==> src/inc/trs_cfg.svh <==
// constants for the trap return sequencer: vector numbers and fixed addresses
`ifndef TRS_CFG_SVH
`define TRS_CFG_SVH
// emulation vector for the double-result floating multiply
`define TRS_VEC_FMUL 8'h39
// reserved emulation vectors, inclusive range
`define TRS_VEC_EMU_LO 8'h3A
`define TRS_VEC_EMU_HI 8'h3F
// first vector supplied by assert and emulate instructions (up to 255)
`define TRS_VEC_INST_LO 8'h40
// instruction ROM word address where the fatal-alert handler starts
`define TRS_FATAL_ROM_ADDR 32'h0000_0010
// default vector of the first external event line
`define TRS_EVT_VEC_BASE 8'h10
// reset value of the current status word
`define TRS_STATUS_RST 14'h0000
`endif

==> src/inc/trs_pkg.sv <==
// types shared by the trap return sequencer files
package trs_pkg;
  // current/old status word; mask bit i enables event line i
  typedef struct packed {
    logic irq_pending;          // hardware-maintained, never copied
    logic rom_fetch_flag;       // fetch from instruction ROM when set
    logic freeze_flag;          // holds channel, pc and alu status
    logic all_event_block_flag; // blocks every maskable event
    logic irq_block_flag;       // blocks interrupt-type events
    logic [7:0] interrupt_mask_field;
    logic spare;                // unused, reads back as written
  } trs_status_t;

  // channel control bits that steer the restart
  typedef struct packed {
    logic channel_valid_flag;
    logic skip_restart_flag;
    logic multi_transfer_flag;
  } trs_chan_t;

  // class of a vector number
  typedef enum logic [1:0] {
    TRS_VK_SYS = 2'h0,
    TRS_VK_FMUL = 2'h1,
    TRS_VK_EMU = 2'h2,
    TRS_VK_INST = 2'h3
  } trs_vkind_t;

  // return sequencer states, one-hot
  typedef enum logic [9:0] {
    TRS_IDLE = 10'h001,
    TRS_WAIT = 10'h002,
    TRS_COPY = 10'h004,
    TRS_ACC = 10'h008,
    TRS_FET1 = 10'h010,
    TRS_DEC1 = 10'h020,
    TRS_FET2 = 10'h040,
    TRS_ADV = 10'h080,
    TRS_MULT = 10'h100,
    TRS_DONE = 10'h200
  } trs_state_t;
endpackage

==> src/verilog/trs_prio_pick.sv <==
// fixed-priority picker: lowest index wins
module trs_prio_pick #(
  parameter int N = 8
) (
  input wire logic [N-1:0] i_req,
  output logic o_any,
  output logic [$clog2(N)-1:0] o_idx
);
  // a single line has nothing to pick between and breaks the index width
  if (N < 2)
  begin : g_bad
    $error("trs_prio_pick needs at least two lines");
  end

  // scan from the lowest priority up so the highest one is written last
  always_comb
  begin
    o_any = |i_req;
    o_idx = '0;
    for (int i = N - 1; i >= 0; i--)
    begin
      if (i_req[i])
      begin
        o_idx = i[$clog2(N)-1:0];
      end
    end
  end
endmodule // trs_prio_pick

==> src/verilog/trs_trap_return_seq.sv <==
// trap return sequencing, freeze-mode guards and fatal-alert trap entry
`include "trs_cfg.svh"
// Notes on behaviour
// - classify vector 57, 58-63, 64-255
// - return waits out load/store multiple
// - block maskable events steps 3 to 10
// - flushing return clears branch cache valids
// - copy old status, keep hardware bits
// - restart single access when valid, not multi
// - fetch first address as branch, decode
// - fetch second address, advance pipeline
// - sequential second fetch when pcs unchanged
// - restart multiple transfer after both fetches
// - reenable events and resume at end
// - no load/store multiple while frozen
// - byte pointer unchanged while frozen
// - carry not updated while frozen
// - divide flag not updated while frozen
// - fatal alert trap cannot be masked
// - fatal alert does not wait for access
// - fatal alert sets rom flag, fetch 16
// - each cycle pick highest pending event
// - freeze holds channel, pcs, alu status
// - rom flag steers instruction fetch target
module trs_trap_return_seq #(
  parameter int NEV = 8,
  parameter logic [7:0] EVT_VEC_BASE = `TRS_EVT_VEC_BASE
) (
  input wire logic i_clk,
  input wire logic i_rst_n,
  input wire logic i_ret_req,            // trap_return_op issued
  input wire logic i_ret_flush,          // with i_ret_req: trap_return_flush_op
  input wire logic i_multi_busy,         // load/store multiple in progress
  input wire logic i_access_busy,        // single external access in progress
  input wire trs_pkg::trs_status_t i_old_status,
  input wire logic i_status_we,          // software write of current status
  input wire trs_pkg::trs_status_t i_status_wdata,
  input wire trs_pkg::trs_chan_t i_chan_ctl,
  input wire logic [31:0] i_pc1,
  input wire logic [31:0] i_pc0,
  input wire logic i_pc_seq,             // pcs sequential and untouched
  input wire logic i_inst_trap,          // trapping instruction
  input wire logic [7:0] i_inst_vec,
  input wire logic [NEV-1:0] i_evt_req,  // index 0 is highest priority
  input wire logic [NEV-1:0] i_evt_is_irq,
  input wire logic i_fatal_alert,        // asynchronous pin, active high
  input wire logic i_lsm_req,
  input wire logic i_sbp_req,            // load/store with set_byte_ptr_flag
  input wire logic i_carry_upd,
  input wire logic i_div_upd,
  output trs_pkg::trs_status_t o_status,
  output logic o_ret_block,
  output logic o_btc_flush,
  output logic o_acc_start,
  output logic o_fetch_req,
  output logic [31:0] o_fetch_addr,
  output logic o_fetch_branch,
  output logic o_fetch_rom,
  output logic o_dec_load,
  output logic o_exe_advance,
  output logic o_multi_restart,
  output logic o_ret_done,
  output logic o_take,
  output logic o_take_fatal,
  output logic [7:0] o_take_vec,
  output trs_pkg::trs_vkind_t o_vec_kind,
  output logic o_hold_regs,
  output logic o_lsm_grant,
  output logic o_sbp_we,
  output logic o_carry_we,
  output logic o_div_we
);
  import trs_pkg::*;

  localparam int IW = $clog2(NEV);

  // the status mask field is eight bits, so more lines cannot be masked
  if (NEV < 2 || NEV > 8)
  begin : g_bad
    $error("NEV must lie between 2 and 8");
  end

  // whole module state in one word
  typedef struct packed {
    trs_state_t st;
    trs_status_t status;
    logic [2:0] sync;      // fatal pin synchroniser, bit 0 first
    logic fatal_lvl;       // filtered pin level
    logic fatal_prev;
    logic ret_flush;       // return is the flushing variant
    logic ret_block;
    logic btc_flush;
    logic acc_start;
    logic fetch_req;
    logic [31:0] fetch_addr;
    logic fetch_branch;
    logic fetch_rom;
    logic dec_load;
    logic exe_advance;
    logic multi_restart;
    logic ret_done;
    logic take;
    logic take_fatal;
    logic [7:0] take_vec;
    trs_vkind_t vec_kind;
    logic hold_regs;
    logic lsm_grant;
    logic sbp_we;
    logic carry_we;
    logic div_we;
  } trs_state_word_t;

  trs_state_word_t r;
  trs_state_word_t n;
  logic [NEV-1:0] evt_ok;  // events that may be taken now
  logic evt_any;
  logic [IW-1:0] evt_idx;
  logic fatal_rise;
  logic blk_now;           // maskable events blocked this cycle

  // steps 3 to 10 of the return: disable regardless of the status fields
  function automatic logic in_win(input trs_state_t s);
    in_win = (s == TRS_COPY) || (s == TRS_ACC) || (s == TRS_FET1) ||
      (s == TRS_DEC1) || (s == TRS_FET2) || (s == TRS_ADV) || (s == TRS_MULT);
  endfunction

  // vector number class
  function automatic trs_vkind_t vkind(input logic [7:0] v);
    if (v >= `TRS_VEC_INST_LO)
      vkind = TRS_VK_INST;
    else if (v >= `TRS_VEC_EMU_LO && v <= `TRS_VEC_EMU_HI)
      vkind = TRS_VK_EMU;
    else if (v == `TRS_VEC_FMUL)
      vkind = TRS_VK_FMUL;
    else
      vkind = TRS_VK_SYS;
  endfunction

  // fatal alert edge on the filtered level
  assign fatal_rise = r.fatal_lvl && !r.fatal_prev;

  // status blocks and the return window gate every maskable source
  assign blk_now = in_win(r.st) || r.status.all_event_block_flag;
  assign evt_ok = blk_now ? '0 :
    i_evt_req & r.status.interrupt_mask_field[NEV-1:0] &
    ~(i_evt_is_irq & {NEV{r.status.irq_block_flag}});

  // highest pending event line
  trs_prio_pick #(
    .N(NEV)
  ) u_pick (
    .i_req(evt_ok),
    .o_any(evt_any),
    .o_idx(evt_idx)
  );

  // next-state logic
  always_comb
  begin
    n = r;
    // pulses default low
    n.btc_flush = 1'b0;
    n.acc_start = 1'b0;
    n.fetch_req = 1'b0;
    n.dec_load = 1'b0;
    n.exe_advance = 1'b0;
    n.multi_restart = 1'b0;
    n.ret_done = 1'b0;
    n.take = 1'b0;
    n.take_fatal = 1'b0;
    // three-stage synchroniser; accept a change once stages 2 and 3 agree
    n.sync = {r.sync[1:0], i_fatal_alert};
    if (r.sync[1] == r.sync[2])
    begin
      n.fatal_lvl = r.sync[2];
    end
    n.fatal_prev = r.fatal_lvl;
    // software write of the current status
    if (i_status_we)
    begin
      n.status = i_status_wdata;
    end
    // sequencer
    case (r.st)
      TRS_IDLE:
      begin
        if (i_ret_req)
        begin
          n.ret_flush = i_ret_flush;
          n.st = TRS_WAIT;
        end
      end
      TRS_WAIT:
      begin
        // finish any access; a multiple sequence must end first
        if (!i_multi_busy && !i_access_busy)
        begin
          n.st = TRS_COPY;
        end
      end
      TRS_COPY:
      begin
        n.btc_flush = r.ret_flush;
        n.status = i_old_status;
        n.st = TRS_ACC;
      end
      TRS_ACC:
      begin
        // one plain access restarts here, multiples wait for later
        n.acc_start = i_chan_ctl.channel_valid_flag &&
          !i_chan_ctl.skip_restart_flag && !i_chan_ctl.multi_transfer_flag;
        n.st = TRS_FET1;
      end
      TRS_FET1:
      begin
        n.fetch_req = 1'b1;
        n.fetch_addr = i_pc1;
        n.fetch_branch = 1'b1;
        n.fetch_rom = r.status.rom_fetch_flag;
        n.st = TRS_DEC1;
      end
      TRS_DEC1:
      begin
        n.dec_load = 1'b1;
        n.st = TRS_FET2;
      end
      TRS_FET2:
      begin
        n.fetch_req = 1'b1;
        n.fetch_addr = i_pc0;
        n.fetch_branch = !i_pc_seq;
        n.fetch_rom = r.status.rom_fetch_flag;
        n.st = TRS_ADV;
      end
      TRS_ADV:
      begin
        n.exe_advance = 1'b1;
        n.dec_load = 1'b1;
        n.st = TRS_MULT;
      end
      TRS_MULT:
      begin
        n.multi_restart = i_chan_ctl.channel_valid_flag &&
          !i_chan_ctl.skip_restart_flag && i_chan_ctl.multi_transfer_flag;
        n.st = TRS_DONE;
      end
      TRS_DONE:
      begin
        // window closes: status fields alone gate events again
        n.ret_done = 1'b1;
        n.st = TRS_IDLE;
      end
      default:
      begin
        n.st = TRS_IDLE;
      end
    endcase
    // every cycle: run on, or take the highest pending event
    if (fatal_rise)
    begin
      // no mask, no window, no wait for the access; channel stays frozen
      n.take = 1'b1;
      n.take_fatal = 1'b1;
      n.take_vec = 8'h00;
      n.status.freeze_flag = 1'b1;
      n.status.all_event_block_flag = 1'b1;
      n.status.rom_fetch_flag = 1'b1;
      n.fetch_req = 1'b1;
      n.fetch_addr = `TRS_FATAL_ROM_ADDR;
      n.fetch_branch = 1'b1;
      n.fetch_rom = 1'b1;
      n.st = TRS_IDLE;
    end
    else if (!blk_now && !i_access_busy && (i_inst_trap || evt_any))
    begin
      n.take = 1'b1;
      if (i_inst_trap)
      begin
        n.take_vec = i_inst_vec;
      end
      else
      begin
        n.take_vec = EVT_VEC_BASE + 8'(evt_idx);
      end
      n.vec_kind = vkind(n.take_vec);
      n.status.freeze_flag = 1'b1;
      n.status.all_event_block_flag = 1'b1;
      n.st = TRS_IDLE;
    end
    // pending bit always follows the hardware, whatever was copied
    n.status.irq_pending = |(i_evt_req & i_evt_is_irq);
    n.ret_block = in_win(n.st);
    // freeze guards, sampled on the current status
    n.hold_regs = r.status.freeze_flag;
    n.lsm_grant = i_lsm_req && !r.status.freeze_flag;
    n.sbp_we = i_sbp_req && !r.status.freeze_flag;
    n.carry_we = i_carry_upd && !r.status.freeze_flag;
    n.div_we = i_div_upd && !r.status.freeze_flag;
  end

  // state register, synchronous reset
  always_ff @(posedge i_clk)
  begin
    if (!i_rst_n)
    begin
      r <= '0;
      r.st <= TRS_IDLE;
      r.status <= `TRS_STATUS_RST;
      r.vec_kind <= TRS_VK_SYS;
    end
    else
    begin
      r <= n;
    end
  end

  // outputs straight from the state word
  assign o_status = r.status;
  assign o_ret_block = r.ret_block;
  assign o_btc_flush = r.btc_flush;
  assign o_acc_start = r.acc_start;
  assign o_fetch_req = r.fetch_req;
  assign o_fetch_addr = r.fetch_addr;
  assign o_fetch_branch = r.fetch_branch;
  assign o_fetch_rom = r.fetch_rom;
  assign o_dec_load = r.dec_load;
  assign o_exe_advance = r.exe_advance;
  assign o_multi_restart = r.multi_restart;
  assign o_ret_done = r.ret_done;
  assign o_take = r.take;
  assign o_take_fatal = r.take_fatal;
  assign o_take_vec = r.take_vec;
  assign o_vec_kind = r.vec_kind;
  assign o_hold_regs = r.hold_regs;
  assign o_lsm_grant = r.lsm_grant;
  assign o_sbp_we = r.sbp_we;
  assign o_carry_we = r.carry_we;
  assign o_div_we = r.div_we;
endmodule // trs_trap_return_seq

==> config.mk <==
export PLATFORM = sky130hd
export DESIGN_NAME = trs_trap_return_seq
export DESIGN_NICKNAME = d
export VERILOG_FILES = /design/src/inc/trs_pkg.sv /design/src/verilog/trs_prio_pick.sv /design/src/verilog/trs_trap_return_seq.sv
export VERILOG_INCLUDE_DIRS = /design/src /design/src/inc
export SDC_FILE = /design/constraint.sdc
export NUM_CORES = 1
export LEC_CHECK = 0
export BUFFER_PORTS_ARGS = -buffer_cell sky130_fd_sc_hd__buf_2
export CORE_ASPECT_RATIO = 1.4
export CORE_MARGIN = 10
export CORE_UTILIZATION = 50
export DETAILED_ROUTE_END_ITERATION = 6
export PLACE_DENSITY = 0.9
export SETUP_SLACK_MARGIN = 0.15
export SYNTH_ARGS = -nofsm -noshare
export SYNTH_HDL_FRONTEND = slang
export SYNTH_SLANG_ARGS = --single-unit
==> constraint.sdc <==
create_clock -name i_clk -period 5.7 [get_ports i_clk]
set_input_delay 0.57 -clock i_clk [delete_from_list [all_inputs] [get_ports i_clk]]
set_output_delay 0.57 -clock i_clk [all_outputs]
set_load 0.03 [all_outputs]
======== Yosys cells after proc, flatten, opt, wreduce, memory -nomap -nowiden ========
Cells that the tools add are included.
word-level totals
  bits of input ports ..................... 133
  register bits ........................... 89
  logic and storage cells ................. 144
  output and inout bits ................... 73
cells by class
  reduce and logical (&&, ||, !) cells .... 48
  bitwise operators ....................... 7
  eq/ne operators ......................... 19
  mux-type cells .......................... 33
  $lt $le $gt $ge ......................... 3
  add/subtract/negate cells ............... 1
operator list
  kind                                                               count
  one-hot mux 10 bit (9 select lines)                                1
  one-hot mux 35 bit (2 select lines)                                1
  two-way mux 10 bit                                                 4
  two-way mux 35 bit                                                 1
  AND 8 bit                                                          4
  two-way mux 8 bit                                                  4
  two-way mux 13 bit                                                 2
  two-way mux 3 bit                                                  8
  equality test 10 x 3 -> 1 bit, second input constant               2
  equality test 10 x 4 -> 1 bit, second input constant               2
  equality test 10 x 5 -> 1 bit, second input constant               2
  equality test 10 x 6 -> 1 bit, second input constant               2
  equality test 10 x 7 -> 1 bit, second input constant               2
  equality test 10 x 8 -> 1 bit, second input constant               2
  equality test 10 x 9 -> 1 bit, second input constant               2
  OR reduction 8 bit                                                 2
  logical OR 1 bit                                                   14
  logical AND 1 bit                                                  12
  equality test 10 x 1 -> 1 bit, second input constant               1
  equality test 10 bit, second input constant                        1
  equality test 10 x 2 -> 1 bit, second input constant               1
  AND reduction 2 bit                                                5
  equality test 8 x 6 -> 1 bit, second input constant                1
  greater-or-equal comparator 8 x 6 -> 1 bit, second input constant  1
  13 further kinds                                                   34

======== Depth between registers and ports, before layout ========
Gate-level depths: netlist of run 1.
  depth after elaboration ................. 25
  gate-level depth with buffers ........... 8
  gate-level depth less buffers ........... 6

======== By module ========
From an unflattened synthesis of run 1, not the netlist that was laid out.
unflattened totals
  cells, all modules ...................... 450
  area total of the unflattened synthesis .. 4131.5 um^2
modules (own cells, without submodules)
  module               cells an instance  area each (um^2)  times used  seq. area each (um^2)
  trs_trap_return_seq  437                4050.1            1           1781.7
  trs_prio_pick        13                 81.3              1           0.0

======== Least setup slack after synthesis of run 1 ========
Ideal clock, no wire load.
  path type ............................... in2reg
  from .................................... input i_evt_req[1]
  to ...................................... register r, in the netlist o_vec_kind[0]
  stages .................................. 7
  slack ................................... 3.789 ns
  library setup time ...................... 0.115 ns
  data required time ...................... 5.585 ns
  path buffers ............................ 1
  arrival time ............................ 1.797 ns
  cell sequence ........................... and2_1 a222oi_1 nand4_1 and3_1 buf_2 and2_1 o21a_1
between the ends
  word-level cells in the longest chain between the ends .. 13
  elaborated cells between the ends (all ways) .. 21
  classes of those cells .................. 1 x add/sub; 3 x order compare; 1 x eq/ne; 9 x mux; 2 x bitwise; 5 x reduce/logical
ends and longest elaborated chain
  item                                                                                       RTL line                    text
  start: declaration                                                                         trs_trap_return_seq.sv:44   input wire logic [NEV-1:0] i_evt_req,
  AND 8 bit (*) (2 in series)                                                                trs_trap_return_seq.sv:145  i_evt_req & r.status.interrupt_mask_field[NEV-1:0] &
  two-way mux 8 bit (*)                                                                      trs_trap_return_seq.sv:144  assign evt_ok = blk_now ? '0 :
  two-way mux 3 bit (2 in series)                                                            trs_prio_pick.sv:22         if (i_req[i])
  adder 5 x 3 -> 6 bit                                                                       trs_trap_return_seq.sv:283  n.take_vec = EVT_VEC_BASE + 8'(evt_idx);
  two-way mux 8 bit                                                                          trs_trap_return_seq.sv:277  if (i_inst_trap)
  two-way mux 8 bit                                                                          trs_trap_return_seq.sv:274  else if (!blk_now && !i_access_busy && (i_inst_trap || evt_any))
  two-way mux 8 bit                                                                          trs_trap_return_seq.sv:259  if (fatal_rise)
  greater-or-equal comparator 8 x 6 -> 1 bit (no source line), or another cell as far along  n/a
  logical AND 1 bit (no source line) or two-way mux 1 bit (tied branches)                    n/a
  two-way mux 2 bit                                                                          trs_trap_return_seq.sv:131  else if (v >= `TRS_VEC_EMU_LO && v <= `TRS_VEC_EMU_HI)
  two-way mux 2 bit                                                                          trs_trap_return_seq.sv:129  if (v >= `TRS_VEC_INST_LO)
  end signal: assignment                                                                     trs_trap_return_seq.sv:313  r <= n;
  end: declaration                                                                           trs_trap_return_seq.sv:113  trs_state_word_t r;
Mark *: on every way between the ends. The rest lies on a longest branch, timed or not. The select of a mux whose other input is x is not followed.
A chain may end at the register's enable or synchronous reset.

======== Worst setup path after layout of run 1 ========
  from .................................... register r[86] in the netlist's numbering
  to ...................................... register r[81] in the netlist's numbering
between the ends
  word-level cells in the longest chain between the ends .. 14
  elaborated cells between the ends (all ways) .. 25
  classes of those cells .................. 9 x eq/ne; 4 x mux; 12 x reduce/logical
ends and longest elaborated chain
  item                                                                            RTL line                                                text
  equality test 10 x 3 -> 1 bit or equality test 10 x 4 -> 1 bit (tied branches)  trs_trap_return_seq.sv:123, trs_trap_return_seq.sv:184
  logical OR 1 bit (3 in series)                                                  trs_trap_return_seq.sv:123                              in_win = (s == TRS_COPY) || (s == TRS_ACC) || (s == TRS_FET1) ||
  logical OR 1 bit (3 in series)                                                  trs_trap_return_seq.sv:124                              (s == TRS_DEC1) || (s == TRS_FET2) || (s == TRS_ADV) || (s == TRS_MULT);
  logical OR 1 bit                                                                trs_trap_return_seq.sv:143                              assign blk_now = in_win(r.st) || r.status.all_event_block_flag;
  two-way mux 8 bit                                                               trs_trap_return_seq.sv:144
  OR reduction 8 bit                                                              trs_prio_pick.sv:18                                     o_any = |i_req;
  logical OR 1 bit                                                                trs_trap_return_seq.sv:274
  logical AND 1 bit                                                               trs_trap_return_seq.sv:274
  two-way mux 10 bit (*)                                                          trs_trap_return_seq.sv:274
  two-way mux 10 bit (*)                                                          trs_trap_return_seq.sv:259
Mark *: on every way between the ends. The rest lies on a longest branch, timed or not.

==> qor.yml, run 1 <==
routing:
  dr.pass1.iters: 6
  drc: 0
  drt_iter0_markers: 243
  drtAntennaViolNets: 0
  wl_per_cell_um: 16.6
  num_vias: 3961
  via_per_inst: 5.45
  routed_wl_um: 12100
timing:
  rsz0062_at_grt: "no"
  timing.fmax_mhz: 374
  totalNegativeSetupSlack_ps: 0
  relSlewSlack_pct: 20.0
  layout_setup_ws_ps: 3030
  worst_clock_skew_ps: 9.66
  fin_crit_sh_pct: 46.9
  worst_slew_pin_slew_ps: 1200
  setup_violations: 0
  fin_hold_ws_ps: 411
  hold_viol: 0
  final-max-slew-violation-count: 0
  period_needed_ps: 2670
worst_hold_path:
  hold_class: "primary input to register"
yosys:
  syn_inst: 488
  synth_edf_count: 0
  synth.area.mux_share_pct: 3.78
  synth.distinct_cells: 49
  synthArstFlopShare_pct: 0
  synth_area_um2: 4240
  synth-compound-area-share_pct: 19.9
  synth_xor_xnor_area_share_pct: 0.826
  synthSimpleGateAreaFrac_pct: 19.5
  yosysWarnings: 0
  synthFlopType: "dfxtp_1"
  synth.avg_cell_area_um2: 8.69
  ys_seq_elements: 89
  synth_top_family_by_area: "compound AO/OA/AOI/OAI gates"
  synth_seq_area_share_pct: 42.0
  synth_nets: 621
  synthAdderAreaFrac_pct: 0
cts:
  cts_setup_buffers: 0
  clock_sink_count: 89
  cts_tree: "yes"
  ctsLongestPathBuffers: 2
  holdBufCountCts: 0
  root_buffer: "clkbuf_16"
  htree_levels: 3
  clkTransAtPathRegs_ps: 60
  numCtsBuffers: 9
  post_cts_resized: 0
  clk_latency_ps: 330
pwr:
  total_power_w: 0.00142
  pwr_density_cell_nw_per_um2: 276
  power.leakage_nw: 2.37
  vdd_drop_max_mv: 0.166
setup_path:
  endpoint_kind: "register"
  crit_required_ps: 5930
  arrival_ps: 2900
  crit_fanout: 21
  cp-start-kind: "register"
  path_class: "register to register"
floorplan:
  die_height_um: 129
  core_area_um2: 8200
  dieArea_um2: 12600
  io_pins: 206
  floorplan.initialDensity_pct: 51.7
  die_w_um: 97.8
  rows: 39
placement:
  place.gp.congestion: 0.949
  pre_cts_slack_ps: 3090
  dp_hpwl_um: 9790
  port_buffers: 203
final_layout:
  nNetsFinal: 753
  multi_input_area_um2: 1870
  drive_gt1_share_pct: 36.8
  area_delta_synth_final_pct: 21.4
  seq_area_um2: 1780
  n_fill_cell: 667
  antenna_cells: 0
global_routing:
  grt_usage_pct: 18.1
  grt_pass1_vias: 4019
  grt_overflow: 0
  grt_max_degree: 35
  grt_first_pass_wirelength_um: 19200
  antenna_found_initial: 0
run_status:
  status: "completed"
job:
  drv_cap: 0
[per-layer routing]
layer | up-vias | wire length (um) | GRT usage (%)
met5 | - | 0 | 0
met4 | 0 | 364 | 9.09
met3 | 25 | 1250 | 7.82
met2 | 204 | 5800 | 30.5
met1 | 1790 | 4690 | 19.0
li1 | 1942 | - | -
[critical path: stages (launching register included)]
cell and delay, ps:
dfxtp_1 610, nor2_1 160, a221oi_1 310, o211a_1 300, and3_1 690, nor2_1 250, and3_1 240
[Yosys cell counts, types with 2 or more instances]
| master | instances | area share, % |
|---|---|---|
| dfxtp_1 | 89 | 42 |
| a22oi_1 | 35 | 6.2 |
| xnor2_1 | 2 | 0.41 |
| o22ai_1 | 2 | 0.29 |
| nor2b_1 | 2 | 0.29 |
| a21oi_1 | 41 | 4.8 |
| nand3b_1 | 3 | 0.53 |
| nor4b_1 | 2 | 0.41 |
| a221oi_1 | 2 | 0.41 |
| a32oi_1 | 5 | 1.0 |
| nand4_1 | 5 | 0.74 |
| buf_2 | 9 | 1.1 |
| and3_1 | 5 | 0.74 |
| buf_6 | 4 | 1.1 |
| a31oi_1 | 4 | 0.59 |
| buf_4 | 57 | 10 |
| inv_1 | 5 | 0.44 |
| nor4_4 | 2 | 1.0 |
| and2_1 | 20 | 2.9 |
| nand3_1 | 3 | 0.35 |
| clkbuf_1 | 15 | 1.3 |
| a21boi_0 | 2 | 0.35 |
| o21ai_0 | 9 | 1.1 |
| nand2b_1 | 3 | 0.44 |
| o21a_1 | 3 | 0.53 |
| nor4_1 | 5 | 0.74 |
| nand2_1 | 62 | 5.5 |
| mux2i_1 | 16 | 3.8 |
| xor2_1 | 2 | 0.41 |
| nor3_1 | 6 | 0.71 |
| a211oi_1 | 13 | 2.3 |
| nor2_1 | 38 | 3.4 |
[worst paths after layout]
| check | start | to | slack [ps] | cells after the start |
|---|---|---|---|---|
| worst min register to register | n[63]$_SDFF_PN0_ | n[64]$_SDFF_PN0_ | 440 | 1 |
| worst max register to register | r[86]$_SDFF_PN0_ | r[81]$_SDFF_PN0_ | 3030 | 6 |
| worst min-delay path | i_chan_ctl[1] | o_acc_start$_SDFF_PN0_ | 410 | 2 |
| worst max-delay path | r[86]$_SDFF_PN0_ | r[81]$_SDFF_PN0_ | 3030 | 6 |
[kinds of logic (layout without fill, tap and decap cells)]
family          Yosys count  after routing
compound gates          126            126
xor+xnor                  4              4
buf+inv                  91            228
flops                    89             89
mux                      16             16
simple gates            162            162
[state kept, by name (all words and copies together), names as in the netlist, 2 cells and up]
register,cells
r,13
o_vec_kind,2
o_fetch_addr,32
o_take_vec,8
o_status,14
n,3
[final cells by class]
cell class | count | area share (%)
Inverter | 6 | 0.437
Timing Repair Buffer | 206 | 20.2
Multi-Input combinational cell | 308 | 36.3
Sequential cell | 89 | 34.6
Clock inverter | 6 | 1.41
Tap cell | 102 | 2.48
Clock buffer | 10 | 4.64
[power by group]
group,switching [W],total (W),internal (W)
combinational,0.0000966,0.000167,0.0000709
clock,0.000242,0.000599,0.000357
sequential,0.0000139,0.000654,0.000640
total,0.000353,0.00142,0.00107
[layout by cell type (no fill, tap or decap), types with 6 or more instances in the layout]
cell / count
a211oi_1: 13
a21oi_1: 41
a22oi_1: 35
and2_1: 20
buf_2: 203
clkbuf_16: 9
dfxtp_1: 89
mux2i_1: 16
nand2_1: 62
nor2_1: 38
nor3_1: 6
o21ai_0: 9
[metrics by stage]
step / utilization, % / area [um2] / instances
6_report: 62.8 / 5150 / 727
5_1_grt: 62.8 / 5150 / 727
4_1_cts: 62.8 / 5150 / 727
3_5_place_dp: 59.0 / 4840 / 711
3_3_place_gp: 59.0 / 4840 / 711
2_1_floorplan: - / 4240 / 488
(Power assumes the default switching activity.)
==> run 2: changes to the inputs <==
- CORE_UTILIZATION: 50 -> 46
- PLACE_DENSITY: 0.9 -> 0.84
- clock period: 5.7 -> 2.55 ns (I/O delays scaled with it)
==> qor.yml, run 2 (synthesized netlist as in run 1, its figures left out) <==
global_routing:
  grt_usage_pct: 17.1  # -1.0 points
  met3_usage_pct: 8.80  # +0.98 points
  antenna_found_initial: 0  # unchanged
  grt_max_degree: 35  # unchanged
  use_met2_pct: 28.3  # -2.3 points
  grt_use_met1_pct: 17.9  # -1.0 points
  grt_pass1_vias: 3957  # -1.5%
  grt_overflow: 0  # unchanged
  busiest_layer: "met2"
  grt_first_pass_wirelength_um: 19100  # -0.47%
cts:
  clock_sink_count: 89  # unchanged
  htree_levels: 3  # unchanged
  holdBufCountCts: 0  # unchanged
  ctsLongestPathBuffers: 2  # unchanged
  root_buffer: "clkbuf_16"
  cts_setup_buffers: 0  # unchanged
  post_cts_resized: 0  # unchanged
  clkTransAtPathRegs_ps: 60  # about the same
  clk_latency_ps: 330  # about the same
  numCtsBuffers: 9  # unchanged
  cts_tree: "yes"
setup_path:
  endpoint_kind: "register"
  path_class: "register to register"
  arrival_ps: 2390  # -510 ps
  crit_required_ps: 2770  # -3160 ps
  crit_fanout: 10  # -52%
  cp-start-kind: "register"
placement:
  port_buffers: 203  # unchanged
  placed_cell_area_um2: 4890  # +1.1%
  pre_cts_slack_ps: 364  # -2720 ps
  dp_hpwl_um: 9860  # +0.75%
  place.gp.congestion: 0.884  # -6.9%
routing:
  drtAntennaViolNets: 0  # unchanged
  wl_per_cell_um: 16.5  # -0.91%
  num_vias: 3926  # -0.88%
  drc: 0  # unchanged
  dr.pass1.iters: 5  # -1
  via_per_inst: 5.33  # -2.2%
  routed_wl_um: 12200  # +0.45%
  drt_iter0_markers: 212  # -13%
final_layout:
  nNetsFinal: 759  # +0.80%
  final_common_cell: "buf_2"
  fin_area_um2: 5150  # about the same
  final_cell_mix: "203 x buf_2, 89 x dfxtp_1, 62 x nand2_1, 41 x a21oi_1, 38 x nor2_1"
  drive_gt1_share_pct: 37.1  # +0.34 points
  largest_reg_flops: 32  # unchanged
  fin_util_pct: 57.1  # -5.8 points
  area_delta_synth_final_pct: 21.5  # about the same
  antenna_cells: 0  # unchanged
floorplan:
  die_height_um: 134  # +3.6%
  die_w_um: 101  # +3.4%
  core_area_um2: 9030  # +10%
  floorplan.initialDensity_pct: 47.0  # -4.8 points
  io_pins: 206  # unchanged
  rows: 41  # +5.1%
  dieArea_um2: 13500  # +7.1%
timing:
  hold_viol: 0  # unchanged
  totalNegativeSetupSlack_ps: 0  # unchanged
  relSlewSlack_pct: 59.8  # +40 points
  fin_crit_sh_pct: 85.2  # +38 points
  worst_slew_pin_slew_ps: 602  # -594 ps
  setup_violations: 0  # unchanged
  rsz0062_at_grt: "no"
  worst_clock_skew_ps: 9.45  # -0.213 ps
  fin_hold_ws_ps: 101  # -309 ps
  layout_setup_ws_ps: 379  # -2650 ps
  final-max-slew-violation-count: 0  # unchanged
  period_needed_ps: 2170  # -504 ps
  timing.fmax_mhz: 461  # +23%
worst_hold_path:
  hold_class: "primary input to register"
pwr:
  pwr_density_cell_nw_per_um2: 584  # +110%
  vdd_drop_max_mv: 0.399  # +140%
  power.leakage_nw: 2.37  # +0.13%
job:
  drv_cap: 0  # unchanged
run_status:
  status: "completed"
## run 2: changes by cell type in the layout (fill, tap and decap cells not counted), sizes merged
| cell | change |
|---|---|
| buf | +6 |
| clkinvlp | +1 |
| inv | -3 |
| bufinv | -1 |
| clkinv | +2 |
## run 2: final timing paths
kind,cells past startpoint,startpoint,slack (ps),endpoint
min,2,i_chan_ctl[0],100,o_acc_start$_SDFF_PN0_
max reg2reg,7,r[86]$_SDFF_PN0_,380,r[81]$_SDFF_PN0_
max,7,r[86]$_SDFF_PN0_,380,r[81]$_SDFF_PN0_
min reg2reg,1,n[63]$_SDFF_PN0_,430,n[64]$_SDFF_PN0_
## run 2: where the power goes
| group | internal (W) | switching, W |
|---|---|---|
| Combinational | 0.000164 | 0.000217 |
| Clock | 0.000652 | 0.000515 |
| Sequential | 0.00143 | 0.0000331 |
| Total | 0.00225 | 0.000766 |
## run 2: cell type report
type / instances / area, um2
Tap cell: 107 / 134
Multi-Input combinational cell: 308 / 1870
Sequential cell: 89 / 1780
Inverter: 6 / 22.5
Timing Repair Buffer: 212 / 1080
Clock inverter: 5 / 33.8
Clock buffer: 10 / 229
Fill cell: 821 / 3870
## run 2: through the flow
step                      instances  power (W)
after detailed placement        722    0.00188
after floorplan                 488    0.00173
after global routing            737    0.00314
after global placement          722    0.00187
after CTS                       737    0.00305
final                           737    0.00301
## run 2: worst max-delay path, stage by stage, from the launching register on
cell and delay, ps:
dfxtp_1 600, nor2_1 180, a221oi_1 300, o211a_1 310
and3_1 200, buf_4 160, nor2_1 100, and3_1 220
## run 2: routing by layer
layer  up-vias  share of wire, %
met1      1764                38
li1       1948                 -
met3        12                12
met2       202                48
met4         0               1.5
met5         -                 0
